`config.mk`:
```
export PLATFORM = sky130hd
export DESIGN_NAME = iotg_guard_clear
export DESIGN_NICKNAME = d
export VERILOG_FILES = /design/src/shared/iotg_pkg.sv /design/src/logic/iotg_edge_det.sv /design/src/logic/iotg_guard_clear.sv
export SDC_FILE = /design/constraint.sdc
export NUM_CORES = 1
export LEC_CHECK = 0
export BUFFER_PORTS_ARGS = -buffer_cell sky130_fd_sc_hd__buf_4
export CAP_MARGIN = 20
export CORE_AREA = 2 2 39 41
export DETAILED_ROUTE_END_ITERATION = 10
export DIE_AREA = 0 0 41 43
export PLACE_DENSITY = 0.72
export SYNTH_ARGS = -nofsm -noshare
export SYNTH_HDL_FRONTEND = slang
export SYNTH_SLANG_ARGS = --single-unit
```
`constraint.sdc`:
```
create_clock -name clk -period 1.4 [get_ports clk]
set_input_delay 0.21 -clock clk [delete_from_list [all_inputs] [get_ports clk]]
set_output_delay 0.21 -clock clk [all_outputs]
set_load 0.01 [all_outputs]
```
`src/shared/iotg_pkg.sv`:
```
package iotg_pkg;
  // mode select level on the direction input
  localparam logic DIR_RECEIVE  = 1'b1;
  localparam logic DIR_TRANSMIT = 1'b0;
  // reset values of internal flip-flops
  localparam logic ENB_RESET    = 1'b0;
  localparam logic GUARD_RESET  = 1'b0;
  localparam logic PHASE_RESET  = 1'b0;
  // width of the edge history kept for the master clock and data strobe samples
  localparam int   HIST_W       = 2;
  localparam logic [HIST_W-1:0] HIST_RESET = 2'h0;
endpackage

```
`src/logic/iotg_edge_det.sv`:
```
`timescale 1ns/1ps
// registered edge detector for an input sampled on clk
module iotg_edge_det
  import iotg_pkg::*;
(
  input  wire logic clk,
  input  wire logic sys_rst,
  input  wire logic sig_in,
  output logic      level,
  output logic      rise,
  output logic      fall
);
  logic [HIST_W-1:0] hist;
  logic [HIST_W-1:0] next_hist;

  // shift history
  always_comb begin
    next_hist = {hist[0], sig_in};
  end

  always_ff @(posedge clk or posedge sys_rst) begin
    if (sys_rst) begin
      hist <= HIST_RESET;
    end else begin
      hist <= next_hist;
    end
  end

  // edges from the registered history
  always_comb begin
    level = hist[0];
    rise  = hist[0] & ~hist[1];
    fall  = ~hist[0] & hist[1];
  end
endmodule

```
`src/logic/iotg_guard_clear.sv`:
```
`timescale 1ns/1ps
// Overview of operation
// enable low holds guard in reset
// stray set: guard sets on phase-B fall
// phase-B rise with guard clears enable
// enable low resets guard at once
// clear outputs release on next phase-B fall
// one master period delay protects reception
// divide master clock into two phases
// buffered master clock on output pin
// clear input resets the divider, clearing action, enable and guard flip-flops
// clear in receive forces strobe low
// transmit: clear waits for direction high
// direction high receive, low transmit
// receive: enable toggles on strobe fall
// legal transfers clock enable evenly
// phase edges are enables, one clock
module iotg_guard_clear
  import iotg_pkg::*;
(
  input  wire logic clk,
  input  wire logic sys_rst,
  input  wire logic diff_master_clock_in,
  input  wire logic clear_n,
  input  wire logic direction_in,
  input  wire logic data_strobe,
  input  wire logic tx_set_enable,
  output logic      master_clock_out,
  output logic      phase_a_n,
  output logic      phase_b_n,
  output logic      bus_side_strobe,
  output logic      enable_clear_n,
  output logic      enable_clear,
  output logic      guard_set_n,
  output logic      bus_strobe_enable_ff,
  output logic      receive_mode
);
  logic mclk_level;
  logic mclk_rise;
  logic strobe_fall;
  logic phase;
  logic next_phase;
  logic guard;
  logic next_guard;
  logic enb;
  logic next_enb;
  logic clr_act;
  logic next_clr_act;
  logic next_strobe;
  logic phase_b_rise;
  logic phase_b_fall;
  logic rx_mode;

  // master clock sampled as level and rising edge
  iotg_edge_det u_mclk (
    .clk     (clk),
    .sys_rst (sys_rst),
    .sig_in  (diff_master_clock_in),
    .level   (mclk_level),
    .rise    (mclk_rise),
    .fall    ()
  );

  // data strobe falling edge
  iotg_edge_det u_strobe (
    .clk     (clk),
    .sys_rst (sys_rst),
    .sig_in  (data_strobe),
    .level   (),
    .rise    (),
    .fall    (strobe_fall)
  );

  // direction decode
  assign rx_mode = (direction_in == DIR_RECEIVE);

  // phase edges as enables
  assign phase_b_rise = mclk_rise & ~phase;
  assign phase_b_fall = mclk_rise & phase;

  // divider next state
  // phase flips on every sampled master rise while clear_n is high
  always_comb begin
    // half-rate divider
    next_phase = mclk_rise ? ~phase : phase;
    // clear parks the divider
    if (!clear_n) begin
      next_phase = PHASE_RESET;
    end
  end

  // divider register
  always_ff @(posedge clk or posedge sys_rst) begin
    if (sys_rst) begin
      phase <= PHASE_RESET;
    end else begin
      phase <= next_phase;
    end
  end

  // clearing action next state
  // set and release never meet: they sit one master period apart
  always_comb begin
    next_clr_act = clr_act;
    // clear enable on phase-B rise
    if (guard && phase_b_rise) begin
      next_clr_act = 1'b1;
    end
    // release clear on phase-B fall
    if (clr_act && phase_b_fall) begin
      next_clr_act = 1'b0;
    end
    // clear drops a pending action
    if (!clear_n) begin
      next_clr_act = 1'b0;
    end
  end

  // clearing action register
  always_ff @(posedge clk or posedge sys_rst) begin
    if (sys_rst) begin
      clr_act <= 1'b0;
    end else begin
      clr_act <= next_clr_act;
    end
  end

  // enable flip-flop next state
  // a clearing action must win, else a stray edge could re-arm it
  always_comb begin
    next_enb = enb;
    // toggle on strobe fall in receive
    if (rx_mode && strobe_fall) begin
      next_enb = ~enb;
    end else if (!rx_mode && tx_set_enable) begin
      next_enb = 1'b1;
    end
    // clearing wins over toggle
    if (next_clr_act) begin
      next_enb = ENB_RESET;
    end
    // clear resets the enable
    if (!clear_n) begin
      next_enb = ENB_RESET;
    end
  end

  // enable register
  always_ff @(posedge clk or posedge sys_rst) begin
    if (sys_rst) begin
      enb <= ENB_RESET;
    end else begin
      enb <= next_enb;
    end
  end

  // guard next state
  // only a receive enable is policed, a transmit one must survive
  always_comb begin
    next_guard = guard;
    // guard sets on phase-B fall
    if (rx_mode && enb && phase_b_fall && !clr_act) begin
      next_guard = 1'b1;
    end
    // enable low forces guard reset
    if (!next_enb) begin
      next_guard = GUARD_RESET;
    end
    // clear resets the guard
    if (!clear_n) begin
      next_guard = GUARD_RESET;
    end
  end

  // guard register
  always_ff @(posedge clk or posedge sys_rst) begin
    if (sys_rst) begin
      guard <= GUARD_RESET;
    end else begin
      guard <= next_guard;
    end
  end

  // bus-side strobe
  always_comb begin
    next_strobe = bus_side_strobe;
    if (rx_mode) begin
      // inverted enable, low on clear
      next_strobe = clear_n ? ~next_enb : 1'b0;
    end
    // transmit leaves the line untouched
  end

  // R09 register state
  always_ff @(posedge clk or posedge sys_rst) begin
    if (sys_rst) begin
      bus_side_strobe      <= 1'b1;
      master_clock_out     <= 1'b0;
      phase_a_n            <= 1'b1;
      phase_b_n            <= 1'b0;
      enable_clear_n       <= 1'b1;
      enable_clear         <= 1'b0;
      guard_set_n          <= 1'b1;
      bus_strobe_enable_ff <= ENB_RESET;
      receive_mode         <= 1'b0;
    end else begin
      bus_side_strobe      <= next_strobe;
      // buffered master clock
      master_clock_out     <= mclk_level;
      phase_a_n            <= ~next_phase;
      phase_b_n            <= next_phase;
      enable_clear_n       <= ~next_clr_act;
      enable_clear         <= next_clr_act;
      guard_set_n          <= ~next_guard;
      bus_strobe_enable_ff <= next_enb;
      receive_mode         <= rx_mode;
    end
  end
endmodule

```
==> results of run 1 <==
-- kinds of logic after synthesis --
group | count (synthesis) | synth area share [%]
AO/OA/AOI/OAI | 6 | 11.2
XOR/XNOR | 1 | 3.16
adder cells (fa/ha/maj) | 2 | 4.87
buffers and inverters | 4 | 2.92
flip-flops | 13 | 64.2
multiplexers | 1 | 2.19
AND/OR/NAND/NOR | 9 | 11.4
-- path summary, 6_finish.rpt --
check,from,to,slack (ns),cells after the start
min,diff_master_clock_in,u_mclk.hist[0],0.05,1
max reg2reg,master_clock_out,guard_set_n,0.06,4
max in group asynchronous,sys_rst,bus_side_strobe,0.54,3
max,master_clock_out,guard_set_n,0.06,4
min reg2reg,u_mclk.hist[0],master_clock_out,0.39,0
min in group asynchronous,sys_rst,bus_strobe_enable_ff,0.50,3
-- state kept, by name, summed over array words and instances, names as in the netlist --
signal,flops
bus_side_strobe,1
bus_strobe_enable_ff,1
u_strobe.hist,2
master_clock_out,1
phase_b_n,1
receive_mode,1
enable_clear_n,1
phase_a_n,1
enable_clear,1
u_mclk.hist,1
guard_set_n,1
guard,1
-- critical path, delay by kind of cell (launching register included) --
family	cells	cell delay, ns
and+or+nand+nor	1	0.14
adders and majority gates	1	0.20
AOI/OAI and AO/OA	2	0.55
DFF	1	0.39
-- cells in the final DEF (no fill, tap or decap) --
master and n:
dlygate4sd3_1 1, nand3b_1 1, ha_2 1, ha_1 1
a2111o_1 1, and2_1 1, dfrtp_1 9, clkbuf_4 3
xnor2_2 1, dfstp_2 4, a2111oi_4 1, inv_1 4
nand2_1 1, clkbuf_1 1, a211oi_1 1, nand2_2 1
buf_4 15, a41oi_2 1, nand2b_1 2, nand3_1 1
o31ai_1 1, mux2_2 1, nor2b_4 1, o21a_1 1
nor2b_2 1
-- power by group through the flow --
stage	clock [mW]	combinational, mW	sequential [mW]
2_1_floorplan	0	0.0380	0.425
3_3_place_gp	0	0.0904	0.418
3_5_place_dp	0	0.0921	0.419
4_1_cts	0.234	0.0949	0.412
5_1_grt	0.247	0.106	0.416
6_report	0.223	0.0977	0.414
-- routing by layer --
layer / part of all wire, % / vias to the layer above / GRT usage, %
li1: - / 167 / -
met1: 40 / 178 / 13.5
met2: 52 / 12 / 16.6
met3: 7.9 / 0 / 9.42
met4: 0 / 0 / 4.00
met5: 0 / - / 0
-- synth_stat cells --
library cell and number:
a2111o_1 1, inv_1 4, mux2_2 1, and2_1 1
o21a_1 1, o31ai_1 1, a2111oi_2 1, nor2b_4 1
ha_1 2, nand3b_1 1, dfstp_2 4, dfrtp_1 9
a211oi_1 1, nor2b_1 1, nand2_1 2, xnor2_2 1
a41oi_1 1, nand3_1 1, nand2b_1 2
-- what timing repair did --
action / 4_1_cts / 5_1_grt
hold buffers: 1 / 0
endpoints found under the setup margin: 0 / 2
endpoints found under the hold margin: 9 / 0
resized for setup: 0 / 5
-- per-stage QoR --
step	utilization (%)	instance area, um^2	hold WS, ns
2_1_floorplan	-	514	0.0841
3_3_place_gp	46.7	647	0.255
3_5_place_dp	46.7	647	0.256
4_1_cts	49.4	683	0.0357
5_1_grt	51.4	711	0.0255
6_report	51.4	711	0.0481
-- final cells by class --
class / count / area, um^2
sequential: 13 / 330
clock buffer: 4 / 26.3
fill: 130 / 673
tap: 16 / 20.0
timing repair buffer: 16 / 123
inverter: 4 / 15.0
multi-input combinational: 19 / 196
==> impl_metrics.json, run 1 <==
{
  "grt_pass1_wl_mm": 1.27,
  "max-slew-margin-rel_pct": 59.9,
  "power_frac_clock_pct": 30.4,
  "p_per_area_nw_per_um2": 1030,
  "grt_max_degree": 14,
  "setup_viol": 0,
  "p_int_mw": 0.561,
  "coreArea_um2": 1380,
  "vdd_drop_max_mv": 0.663,
  "yosysTopAreaCellShare_pct": 43.8,
  "drv_slew": 0,
  "crit_chain": "nor2b_2 -> ha_2 -> a41oi_2 -> a2111o_1",
  "fin_crit_ns": 1.34,
  "clock_sinks": 13,
  "postSynthCellCount": 36,
  "crit_fanout": 2,
  "fp.dieW_um": 41,
  "ys_ff_latch": 13,
  "dp.cells": 67,
  "portBuffers": 15,
  "final_cells": 72,
  "dr.first_iter.drc_count": 1,
  "layout-area-overhead-vs-synth_pct": 38.2,
  "wl_per_cell_um": 12.0,
  "route.detailed.drc": 0,
  "wl_um": 862,
  "nNetsFinal": 66,
  "seqPwrFrac_pct": 56.3,
  "yosysWarnings": 0,
  "grt_pass1_vias": 301,
  "p_total_mw": 0.734,
  "insertion_delay_ns": 0.27,
  "hold_class": "in2reg",
  "place_congestion": 0.746,
  "vias_per_cell": 4.96,
  "max-cap-violations": 0,
  "overflow": 0,
  "start_kind": "register",
  "dr.pass1.iters": 2,
  "initial_utilization_pct": 37.2,
  "worst_pin_slew_ns": 0.596,
  "antenna_found_initial": 0,
  "finalHoldViolations": 0,
  "ys_seq_area_share_pct": 64.2,
  "min_period_over_period_pct": 95.6,
  "num_io_pins": 16,
  "grt_usage_pct": 11.9,
  "power_leakage_nw": 0.321,
  "root_buffer": "clkbuf_4",
  "fmax_mhz": 747,
  "swShare_pct": 23.6,
  "dp_hpwl_um": 635,
  "post_cts_buffers": 0,
  "dieArea_um2": 1760,
  "clk_pin_slew_ns": 0.08,
  "netlist_area_um2": 514,
  "status": "finished, final reports clean",
  "fin_tns_setup_ns": 0,
  "pre_cts_ws_ns": 0.0328,
  "finalClockSkew_ns": 0.0102,
  "worst_slack_ns": 0.0613,
  "cp-end-kind": "register",
  "die_h_um": 43,
  "core.rowCount": 14,
  "slowest_delay_ns": 0.39,
  "numCtsBuffers": 3,
  "vias": 357,
  "p_sw_mw": 0.173,
  "synth_cell_types": 19,
  "critPathArrivalTime_ns": 1.54,
  "syn_nets": 45,
  "worstPathRequired_ns": 1.60,
  "diodes": 0,
  "criticalPathCategory": "reg2reg",
  "clockBufferDepth": 2,
  "yosysTopAreaCell": "dfrtp_1",
  "avgSynthCellArea_um2": 14.3,
  "layout-drive-gt1-share_pct": 53.6,
  "cpMaxStageDelayCell": "dfrtp_1",
  "power_frac_comb_pct": 13.3,
  "htreeDepth": 1,
  "cts_tree": "built",
  "synthTopCellsByArea": "dfrtp_1 (44%), dfstp_2 (20%), ha_1 (4.9%), xnor2_2 (3.2%), a2111oi_2 (2.9%)",
  "ant_nets": 0
}
(Power assumes the default switching activity.)
==> run 2: changes to the inputs <==
==> constraint.sdc (replaced) <==
create_clock -name clk -period 1.4 [get_ports clk]
set_input_delay 0.07 -clock clk [delete_from_list [all_inputs] [get_ports clk]]
set_output_delay 0.07 -clock clk [all_outputs]
set_load 0.01 [all_outputs]
==> impl_metrics.json, run 2 (same netlist as run 1, synthesis figures left out) <==
{
  "min_period_over_period_pct": 95.5,
  "dp_hpwl_um": 635,
  "root_buffer": "clkbuf_4",
  "initial_utilization_pct": 37.2,
  "clockBufferDepth": 2,
  "insertion_delay_ns": 0.27,
  "layout-drive-gt1-share_pct": 50.0,
  "p_per_area_nw_per_um2": 989,
  "diodes": 0,
  "reg2reg_slack_ns": 0.06,
  "start_kind": "register",
  "portBuffers": 15,
  "cp-end-kind": "register",
  "grt_pass1_vias": 310,
  "layout-area-overhead-vs-synth_pct": 46.0,
  "final_common_cell": "buf_4",
  "critPathArrivalTime_ns": 1.54,
  "nNetsFinal": 70,
  "wl_per_cell_um": 11.7,
  "fp.dieW_um": 41,
  "worst_slack_ns": 0.0634,
  "status": "finished, final reports clean",
  "coreArea_um2": 1380,
  "pre_cts_ws_ns": 0.0328,
  "vias_per_cell": 4.84,
  "drv_slew": 0,
  "vdd_drop_max_mv": 0.664,
  "power_leakage_nw": 0.337,
  "largest_register": "u_strobe.hist",
  "num_io_pins": 16,
  "cts_tree": "built",
  "clk_pin_slew_ns": 0.08,
  "max-cap-violations": 0,
  "core.rowCount": 14,
  "fmax_mhz": 748,
  "worstPathRequired_ns": 1.60,
  "max-slew-margin-rel_pct": 60.0,
  "p_total_mw": 0.742,
  "die_h_um": 43,
  "htreeDepth": 1,
  "final_cells": 76,
  "setup_viol": 0,
  "wl_um": 889,
  "grt_max_degree": 14,
  "dr.pass1.iters": 1,
  "numCtsBuffers": 3,
  "overflow": 0,
  "grt_usage_pct": 12.2,
  "dieArea_um2": 1760,
  "post_cts_buffers": 0,
  "whs_path_depth": 3,
  "grt_pass1_wl_mm": 1.30,
  "criticalPathCategory": "reg2reg",
  "finalClockSkew_ns": 0.00989,
  "final_cell_mix": "buf_4 (15), dfrtp_1 (9), dlygate4sd3_1 (5), inv_1 (4), dfstp_2 (4)",
  "worst_pin_slew_ns": 0.594,
  "reg2reg_depth": 4,
  "largest_reg_flops": 2,
  "clock_sinks": 13,
  "fin_crit_ns": 1.34,
  "crit_fanout": 2,
  "finalHoldViolations": 0,
  "route.detailed.drc": 0,
  "place_congestion": 0.746,
  "dp.cells": 67,
  "dr.first_iter.drc_count": 0,
  "post-route-util_pct": 54.2,
  "vias": 368,
  "hold_class": "in2reg",
  "ant_nets": 0,
  "antenna_found_initial": 0
}
-- run 2: changes by cell type in the layout (fill, tap and decap cells not counted), sizes merged --
cell         change
dlygate4sd3      +4
-- run 2: power breakdown --
part	total [mW]	leakage, nW	switching, mW	internal (mW)
sequential	0.414	0.154	0.0143	0.399
clock	0.222	0.0150	0.112	0.110
combinational	0.107	0.168	0.0481	0.0585
total	0.742	0.337	0.174	0.568
-- run 2: path summary, 6_finish.rpt --
path                             startpoint                   end
min                           tx_set_enable  bus_strobe_enable_ff
max                        master_clock_out           guard_set_n
min in group asynchronous           sys_rst  bus_strobe_enable_ff
max in group asynchronous           sys_rst       bus_side_strobe
max reg2reg                master_clock_out           guard_set_n
min reg2reg                  u_mclk.hist[0]      master_clock_out
-- run 2: area by class of cell --
type	instances	area (um^2)
tap	16	20.0
timing repair buffer	20	163
sequential	13	330
multi-input combinational	19	196
inverter	4	15.0
fill	128	633
clock buffer	4	26.3
-- run 2: stage by stage --
stage          area (um^2)  TNS [ns]  hold slack, ns
6_report               751         0           0.269
4_1_cts                723         0           0.234
2_1_floorplan          514         0         -0.0559
5_1_grt                751   -0.0268           0.284
3_3_place_gp           647         0           0.115
3_5_place_dp           647         0           0.116
-- run 2: worst max-delay path: stages, from the launching register on --
cell and delay (ns):
dfrtp_1 0.39, nor2b_2 0.14, ha_2 0.20, a41oi_2 0.17
a2111o_1 0.38
-- run 2: repair_timing --
action / 4_1_cts / 5_1_grt
hold buffers: 5 / 0
hold endpoints to repair: 14 / 0
gates resized for setup: 0 / 5
setup endpoints to repair: 0 / 2
-- run 2: layer usage --
layer | wire, um | vias up | global-route usage (%)
li1 | - | 174 | -
met1 | 353 | 182 | 13.5
met2 | 471 | 12 | 17.5
met3 | 65 | 0 | 9.42
met4 | 0 | 0 | 4.00
met5 | 0 | - | 0
==> run 3: changes to the inputs <==
--- a/config.mk
+++ b/config.mk
@@ -11,6 +11,7 @@
 export DETAILED_ROUTE_END_ITERATION = 10
 export DIE_AREA = 0 0 41 43
 export PLACE_DENSITY = 0.72
+export RECOVER_POWER = 25
 export SYNTH_ARGS = -nofsm -noshare
 export SYNTH_HDL_FRONTEND = slang
 export SYNTH_SLANG_ARGS = --single-unit
==> impl_metrics.json, run 3 (same netlist as run 1, synthesis figures left out) <==
{
  "status": "finished, final reports clean",
  "swShare_pct": 23.5,
  "drv_slew": 0,
  "num_io_pins": 16,
  "grt_max_degree": 14,
  "place_area_um2": 647,
  "clock_sinks": 13,
  "overflow": 0,
  "wl_per_cell_um": 11.7,
  "grt_usage_pct": 12.2,
  "root_buffer": "clkbuf_4",
  "dr.first_iter.drc_count": 0,
  "power_frac_comb_pct": 14.3,
  "fin_area_um2": 751,
  "min_period_over_period_pct": 95.5,
  "dp.cells": 67,
  "max-cap-violations": 0,
  "final_cells": 76,
  "htreeDepth": 1,
  "layout-area-overhead-vs-synth_pct": 46.0,
  "fin_tns_setup_ns": 0,
  "grt_pass1_vias": 310,
  "clockBufferDepth": 2,
  "post-route-util_pct": 54.2,
  "diodes": 0,
  "hold_class": "in2reg",
  "dr.pass1.iters": 1,
  "power_leakage_nw": 0.337,
  "p_int_mw": 0.568,
  "fin_crit_ns": 1.34,
  "grt_pass1_wl_mm": 1.30,
  "dp_hpwl_um": 635,
  "cts_tree": "built",
  "final_common_cell": "buf_4",
  "vias_per_cell": 4.84,
  "p_sw_mw": 0.174,
  "layout-drive-gt1-share_pct": 50.0,
  "final_cell_mix": "buf_4 (12), dfrtp_1 (9), clkbuf_4 (6), dlygate4sd3_1 (5)",
  "coreArea_um2": 1380,
  "largest_reg_flops": 2,
  "power_frac_clock_pct": 30.0,
  "nNetsFinal": 70,
  "vias": 368,
  "place_congestion": 0.746,
  "max-slew-margin-rel_pct": 60.0,
  "finalHoldViolations": 0,
  "wl_um": 886,
  "clk_pin_slew_ns": 0.08,
  "cp-end-kind": "register",
  "critPathArrivalTime_ns": 1.54,
  "die_h_um": 43,
  "p_per_area_nw_per_um2": 988,
  "reg2reg_slack_ns": 0.06,
  "finalClockSkew_ns": 0.00997,
  "insertion_delay_ns": 0.27,
  "antenna_found_initial": 0,
  "initial_utilization_pct": 37.2,
  "portBuffers": 15,
  "numCtsBuffers": 3,
  "start_kind": "register",
  "worstPathRequired_ns": 1.60,
  "ant_nets": 0,
  "dieArea_um2": 1760,
  "crit_fanout": 2,
  "worst_pin_slew_ns": 0.594,
  "seqPwrFrac_pct": 55.8,
  "fp.dieW_um": 41,
  "core.rowCount": 14,
  "fmax_mhz": 748,
  "criticalPathCategory": "reg2reg",
  "setup_viol": 0,
  "route.detailed.drc": 0,
  "largest_register": "u_strobe.hist",
  "vdd_drop_max_mv": 0.664
}
-- run 3: changes by cell type in the layout (fill, tap and decap cells not counted) --
cell,delta
buf_4,-3
clkbuf_4,+3
-- run 3: stage by stage --
step | power, mW | setup slack (ns) | hold slack (ns)
floorplan | 0.463 | 0.0983 | -0.0559
global placement | 0.509 | 0.0931 | 0.115
detailed placement | 0.512 | 0.0328 | 0.116
CTS | 0.750 | 0.0320 | 0.234
global route | 0.777 | -0.0268 | 0.284
finish | 0.742 | 0.0635 | 0.269
-- run 3: repair_timing --
action | in CTS | in global routing
endpoints found under the setup margin | 0 | 2
buffers inserted | 0 | 0
endpoints found under the hold margin | 14 | 0
hold buffers | 5 | 0
gates resized for setup | 0 | 5
-- run 3: worst paths after layout --
check / start / to / cells past startpoint
worst max register to register: master_clock_out / guard_set_n / 4
min in group asynchronous: sys_rst / bus_strobe_enable_ff / 3
worst min-delay path: tx_set_enable / bus_strobe_enable_ff / 3
worst max-delay path: master_clock_out / guard_set_n / 4
worst min register to register: u_mclk.hist[0] / master_clock_out / 0
max in group asynchronous: sys_rst / bus_side_strobe / 3
-- run 3: layer usage --
layer	global-route usage [%]	part of all wire, %	up-vias
li1	-	-	174
met1	13.5	40	182
met3	9.42	6.9	0
met5	0	0	-
met2	17.5	53	12
met4	4.00	0	0
-- run 3: layout make-up --
| type | instances | area, um^2 |
|---|---|---|
| flip-flops and latches | 13 | 330 |
| multi-input cells | 19 | 196 |
| repair buffers | 20 | 163 |
| inverters | 4 | 15.0 |
| clock buffers | 4 | 26.3 |
| fillers | 128 | 633 |
| well taps | 16 | 20.0 |
-- run 3: power groups by stage --
stage	Clock [mW]	Combinational (mW)	Sequential (mW)
after floorplan	0	0.0380	0.425
final	0.222	0.106	0.414
after global routing	0.247	0.115	0.416
after CTS	0.234	0.104	0.412
after detailed placement	0	0.0921	0.419
after global placement	0	0.0904	0.418
-- run 3: critical path, stage by stage, from the launching register on --
cell and delay [ns]:
dfrtp_1 0.39, nor2b_2 0.14, ha_2 0.20, a41oi_2 0.17, a2111o_1 0.38
